<file path="src/include/ied_regs.svh">
// Register offsets, field positions and reset values of the in endpoint descriptor.
`ifndef IED_REGS_SVH
`define IED_REGS_SVH
`define IED_OFS_Y_CNT     8'h00
`define IED_OFS_Y_BASE    8'h04
`define IED_OFS_X_CNT     8'h08
`define IED_OFS_CFG       8'h0c
`define IED_OFS_STATUS    8'h10
`define IED_NAK_BIT       7
`define IED_CNT_RST       8'h80
`define IED_BASE_RST      8'h00
`define IED_CFG_RST       8'h00
`define IED_CFG_EN_BIT    7
`define IED_CFG_ISO_BIT   6
`define IED_CFG_DBL_BIT   5
`define IED_LEN_UNIT_SH   3
`define IED_ADDR_LOW_ZERO 3'h0
`endif

</file>
<file path="src/include/ied_pkg.sv">
// Types shared by the in endpoint descriptor block.
package ied_pkg;
    typedef struct packed {
        logic        valid;
        logic        from_second;
        logic [12:0] byte_count;
        logic [10:0] start_addr;
        logic [10:0] length;
    } ied_send_t;
    typedef enum logic [1:0] {
        IED_IDLE = 2'b00,
        IED_SEND = 2'b01,
        IED_NAK  = 2'b10
    } ied_reply_t;
endpackage

</file>
<file path="src/verilog/ied_desc.sv">
// In endpoint descriptor registers and the send-or-NACK decision for one endpoint.
`timescale 1ns/1ps
`include "ied_regs.svh"
module ied_desc
    import ied_pkg::*;
(
    input  wire logic        clk_i,
    input  wire logic        rst_i,
    input  wire logic        wb_cyc_i,
    input  wire logic        wb_stb_i,
    input  wire logic        wb_we_i,
    input  wire logic [7:0]  wb_adr_i,
    input  wire logic [3:0]  wb_sel_i,
    input  wire logic [31:0] wb_dat_i,
    output logic      [31:0] wb_dat_o,
    output logic             wb_ack_o,
    input  wire logic        in_token_i,
    input  wire logic        in_done_i,
    input  wire logic [10:0] first_buffer_start_i,
    input  wire logic [7:0]  buffer_length_field_i,
    input  wire logic [4:0]  sample_size_field_i,
    output ied_reply_t       reply_o,
    output ied_send_t        send_o
);
    logic [7:0] ycnt_r, ycnt_nxt, ybase_r, ybase_nxt, xcnt_r, xcnt_nxt, cfg_r, cfg_nxt;
    logic       use_y_r, use_y_nxt;
    logic       busy_r, busy_nxt;
    ied_reply_t reply_r, reply_nxt;
    ied_send_t  send_r, send_nxt;
    logic [31:0] rdat_nxt;
    logic        ack_nxt;
    logic        wr, en, iso, dbl, cur_y, cur_nak, en_dly_r;
    logic [6:0]  cur_cnt;
    logic [5:0]  sample_size;

    assign en   = cfg_r[`IED_CFG_EN_BIT];
    assign iso  = cfg_r[`IED_CFG_ISO_BIT];
    assign dbl  = cfg_r[`IED_CFG_DBL_BIT];
    assign wr   = wb_cyc_i && wb_stb_i && wb_we_i && !wb_ack_o && wb_sel_i[0];
    assign cur_y   = dbl && use_y_r;
    assign cur_nak = cur_y ? ycnt_r[`IED_NAK_BIT] : xcnt_r[`IED_NAK_BIT];
    assign cur_cnt = cur_y ? ycnt_r[6:0] : xcnt_r[6:0];
    assign sample_size = {1'b0, sample_size_field_i} + 6'h01;

    always_comb begin
        ycnt_nxt  = ycnt_r;
        ybase_nxt = ybase_r;
        xcnt_nxt  = xcnt_r;
        cfg_nxt   = cfg_r;
        use_y_nxt = use_y_r;
        busy_nxt  = busy_r;
        reply_nxt = IED_IDLE;
        send_nxt  = send_r;
        send_nxt.valid = 1'b0;
        ack_nxt   = wb_cyc_i && wb_stb_i && !wb_ack_o;
        rdat_nxt  = 32'h00000000;
        case (wb_adr_i)
            `IED_OFS_Y_CNT:  rdat_nxt = {24'h000000, ycnt_r};
            `IED_OFS_Y_BASE: rdat_nxt = {24'h000000, ybase_r};
            `IED_OFS_X_CNT:  rdat_nxt = {24'h000000, xcnt_r};
            `IED_OFS_CFG:    rdat_nxt = {24'h000000, cfg_r};
            `IED_OFS_STATUS: rdat_nxt = {30'h0, busy_r, cur_y};
            default:         rdat_nxt = 32'h00000000;
        endcase
        if (wr) begin
            case (wb_adr_i)
                `IED_OFS_Y_CNT:  ycnt_nxt  = wb_dat_i[7:0];
                `IED_OFS_Y_BASE: ybase_nxt = wb_dat_i[7:0];
                `IED_OFS_X_CNT:  xcnt_nxt  = wb_dat_i[7:0];
                `IED_OFS_CFG:    cfg_nxt   = wb_dat_i[7:0];
                default:         cfg_nxt   = cfg_r;
            endcase
        end
        // A token in the cycle the enable rises is ignored, so the pointer restarts cleanly.
        if (!en || (en && !en_dly_r)) begin
            use_y_nxt = 1'b0;
            busy_nxt  = 1'b0;
        end else if (in_token_i && !busy_r) begin
            if (!cur_nak || iso) begin
                reply_nxt = IED_SEND;
                busy_nxt  = 1'b1;
                send_nxt.valid       = 1'b1;
                send_nxt.from_second = cur_y;
                // Widen both factors; their bare product would keep only seven bits.
                send_nxt.byte_count  = iso ? 13'(cur_cnt) * 13'(sample_size)
                                           : {6'h00, cur_cnt};
                send_nxt.start_addr  = cur_y ? {ybase_r, `IED_ADDR_LOW_ZERO}
                                             : first_buffer_start_i;
                send_nxt.length = {buffer_length_field_i, 3'h0};
            end else begin
                reply_nxt = IED_NAK;
            end
        end else if (in_done_i && busy_r) begin
            busy_nxt = 1'b0;
            // The set is applied after the bus write so a same-cycle clear loses.
            if (send_r.from_second) begin
                ycnt_nxt[`IED_NAK_BIT] = 1'b1;
            end else begin
                xcnt_nxt[`IED_NAK_BIT] = 1'b1;
            end
            if (dbl) begin
                use_y_nxt = !send_r.from_second;
            end
        end
    end

    always_ff @(posedge clk_i) begin
        if (rst_i) begin
            ycnt_r   <= `IED_CNT_RST;
            ybase_r  <= `IED_BASE_RST;
            xcnt_r   <= `IED_CNT_RST;
            cfg_r    <= `IED_CFG_RST;
            use_y_r  <= 1'b0;
            busy_r   <= 1'b0;
            en_dly_r <= 1'b0;
            reply_r  <= IED_IDLE;
            send_r   <= '0;
            wb_ack_o <= 1'b0;
            wb_dat_o <= 32'h00000000;
        end else begin
            ycnt_r   <= ycnt_nxt;
            ybase_r  <= ybase_nxt;
            xcnt_r   <= xcnt_nxt;
            cfg_r    <= cfg_nxt;
            use_y_r  <= use_y_nxt;
            busy_r   <= busy_nxt;
            en_dly_r <= en;
            reply_r  <= reply_nxt;
            send_r   <= send_nxt;
            wb_ack_o <= ack_nxt;
            wb_dat_o <= rdat_nxt;
        end
    end

    assign reply_o = reply_r;
    assign send_o  = send_r;
endmodule // ied_desc

</file>
<file path="config.mk">
export PLATFORM = sky130hd
export DESIGN_NAME = ied_desc
export DESIGN_NICKNAME = d
export VERILOG_FILES = /design/src/include/ied_pkg.sv /design/src/verilog/ied_desc.sv
export VERILOG_INCLUDE_DIRS = /design/src /design/src/include
export SDC_FILE = /design/constraint.sdc
export NUM_CORES = 1
export LEC_CHECK = 0
export BUFFER_PORTS_ARGS = -buffer_cell sky130_fd_sc_hd__buf_2
export CAP_MARGIN = 10
export CORE_UTILIZATION = 45
export CTS_BUF_LIST = sky130_fd_sc_hd__clkbuf_8
export DETAILED_ROUTE_END_ITERATION = 6
export PLACE_DENSITY = 0.72
export SYNTH_ARGS = -nofsm -noshare
export SYNTH_HDL_FRONTEND = slang
export SYNTH_SLANG_ARGS = --single-unit
export TNS_END_PERCENT = 10
</file>
<file path="constraint.sdc">
create_clock -name clk_i -period 5.7 [get_ports clk_i]
set_clock_uncertainty 0.05 [all_clocks]
set_input_delay 0.855 -clock clk_i [delete_from_list [all_inputs] [get_ports clk_i]]
set_output_delay 0.855 -clock clk_i [all_outputs]
set_load 0.01 [all_outputs]
</file>
==> out/metrics.yaml <==
logic_synthesis:
  synthMuxAreaShare_pct: 11.8
  synth_top_family_by_area: "simple AND/OR/NAND/NOR gates"
  ys_warn_count: 0
  synth_simple_gate_area_share_pct: 18.9
  async_reset_ff_share_pct: 0
  synth_area_per_cell_um2: 8.85
  synth_cell_type_count: 46
  synth_seq_cells: 79
  synth.top_cell.area_share_pct: 33.5
  synth-xor-area-share_pct: 1.48
  ys.flop_type: "dfxtp_1"
  synth_area_leaders: "dfxtp_1, fa_1, mux2i_1, nor2_1, ha_1"
  synth_area_um2: 4720
  synth_adder_area_share_pct: 14.7
  synth_edf_count: 0
  synth_compound_area_share_pct: 10.1
  yosysTopAreaCell: "dfxtp_1"
  synth_most_common_cell: "dfxtp_1"
  syn_inst: 534
  ys_seq_area_share_pct: 33.5
  ys_top_cells_by_count: "dfxtp_1, nor2_1, nand2_1"
job:
  timing.max_cap.violations: 0
placement:
  hpwl_um: 7920
  place_ws_ns: 0.444
  port_buffers: 92
  place_congestion: 0.823
  placed_cells: 741
  placed_cell_area_um2: 5200
cts:
  postCtsHoldBufs: 0
  clock_latency_ns: 0.35
  clk_pin_slew_ns: 0.07
  clock_path_buffers: 2
  cts_setup_buffers: 0
  h-tree-depth: 3
  cts-resized-gates: 0
  cts_buffers: 9
  root_buffer: "clkbuf_8"
  cts_tree: "built"
  cts_sinks: 79
setup_path:
  r2r_end: "send_o[33]"
  cp.required_ns: 5.90
  crit_path_start_kind: "flop"
  rr_startpoint: "cfg_r[5]"
  cp-end-kind: "flop"
  critPathMaxFanout: 8
  worstSetupPathType: "reg2reg"
  rrSetupSlack_ns: 0.68
  cp.arrival_ns: 5.21
  r2r_cells: 14
sta:
  setup_tns_ns: 0
  period_minus_slack_ns: 5.02
  fin_crit_sh_pct: 88.0
  setup_violations: 0
  drv_slew: 0
  finalWorstSetupSlack_ns: 0.684
  max_slew_margin_pct: 33.9
  hold_viol_final: 0
  tightest_slew_ns: 0.990
  rsz0062_at_grt: "false"
  fmax_ghz: 0.199
drt:
  dr.first_iter.drc_count: 247
  drc: 0
  drt-pass1-iter-count: 4
  drt_wl_total_um: 10400
  vias: 3831
  ant_nets: 0
  via_per_inst: 5.06
  wl_per_cell_um: 13.8
power:
  p_per_area_nw_per_um2: 197
  p_leak_uw: 0.00270
  peakVddDrop_v: 0.000120
floorplan:
  die_area_um2: 10900
  core_area_um2: 10200
  pin_count: 147
  fp.dieH_um: 104
  num_rows: 37
  initial_core_util_pct: 46.2
  die_w_um: 104
global_route:
  grt_max_degree: 38
  grt_pass1_vias: 3867
  grt_overflow: 0
  grt_pass1_wl_um: 17700
  antenna_found_initial: 0
  grt_usage_pct: 20.4
finish:
  syn2layout_area_growth_pct: 14.8
  antenna_cells: 0
  final_cell_area_um2: 5420
  stdcell_count: 757
  final_nets: 734
  post-route-util_pct: 53.0
  drive_gt1_share_pct: 21.3
worst_hold_path:
  hold-path-endpoint: "send_o[28]"
  worstHoldStart: "send_o[28]"
  hold_path_depth: 2
  hold_path_class: "reg2reg"
run_status:
  status: "completed"
## stage by stage
step,hold slack (ns),power [uW]
2_1_floorplan,0.408,612
3_3_place_gp,0.388,625
3_5_place_dp,0.397,626
4_1_cts,0.408,1080
5_1_grt,0.425,1110
6_report,0.404,1070
## area by class of cell
| class | count | area, um2 |
|---|---|---|
| Tap cell | 136 | 170 |
| Clock buffer | 11 | 151 |
| Sequential cell | 79 | 1580 |
| Timing Repair Buffer | 98 | 505 |
| Clock inverter | 5 | 72.6 |
| Multi-Input combinational cell | 393 | 2810 |
| Inverter | 35 | 131 |
| Fill cell | 977 | 4810 |
## cells by family after synthesis
kind of cell | after synthesis
AO/OA/AOI/OAI | 75
AND/OR/NAND/NOR | 192
adder cells (fa/ha/maj) | 43
flip-flops | 79
other | 1
multiplexers | 48
XOR/XNOR | 8
buffers and inverters | 88
## worst max path at each step
stage,startpoint,to,slack [ns],cells after the start
global route,cfg_r[5],send_o[34],0.26,14
finish,cfg_r[5],send_o[33],0.68,14
global placement,sample_size_field_i[0],send_o[33],0.57,15
floorplan,sample_size_field_i[0],send_o[33],1.09,14
CTS,cfg_r[5],send_o[33],0.66,14
detailed placement,sample_size_field_i[0],send_o[33],0.44,15
## where the power goes
group / total (uW) / internal, uW / switching, uW
Sequential: 552 / 552 / 0.158
Clock: 457 / 267 / 190
Combinational: 61.6 / 21.3 / 40.3
Total: 1070 / 840 / 230
## worst max-delay path: stages (launching register included)
cell	delay, ns
dfxtp_1	0.43
and2_1	0.50
mux2i_1	0.68
nor2_1	0.16
fa_1	0.57
inv_1	0.05
fa_1	0.47
fa_1	0.54
inv_1	0.05
ha_1	0.35
a211oi_1	0.28
nor2_1	0.11
o41ai_1	0.34
xnor2_1	0.11
a22o_1	0.21
## registers in the layout, indices dropped and copies added, names as in the netlist
name      cells
wb_ack_o      1
wb_dat_o      8
ycnt_r        8
ybase_r       8
xcnt_r        8
send_o       33
reply_o       2
en_dly_r      1
use_y_r       1
cfg_r         8
busy_r        1
## routing by layer
layer / routed length, um / global-route usage [%] / share of wire [%]
met1: 4540 / 23.9 / 44
met2: 5240 / 35.8 / 50
met3: 414 / 3.13 / 4.0
met4: 220 / 10.6 / 2.1
met5: 0 / 0 / 0
## cell usage in the layout, fill, tap and decap left out, drive strengths merged, types with 7 or more instances in the layout
cell type	netlist	routed
nor2	74	74
inv	35	37
ha	22	22
buf	39	98
a211oi	7	7
a311oi	8	8
mux2i	42	42
conb	1	27
o21ai	12	12
nand3	8	8
dfxtp	79	79
or2	9	9
fa	21	21
a21oi	30	30
clkbuf	14	11
nand2	62	62
nor2b	14	14
Power figures use the tool's default switching activity.
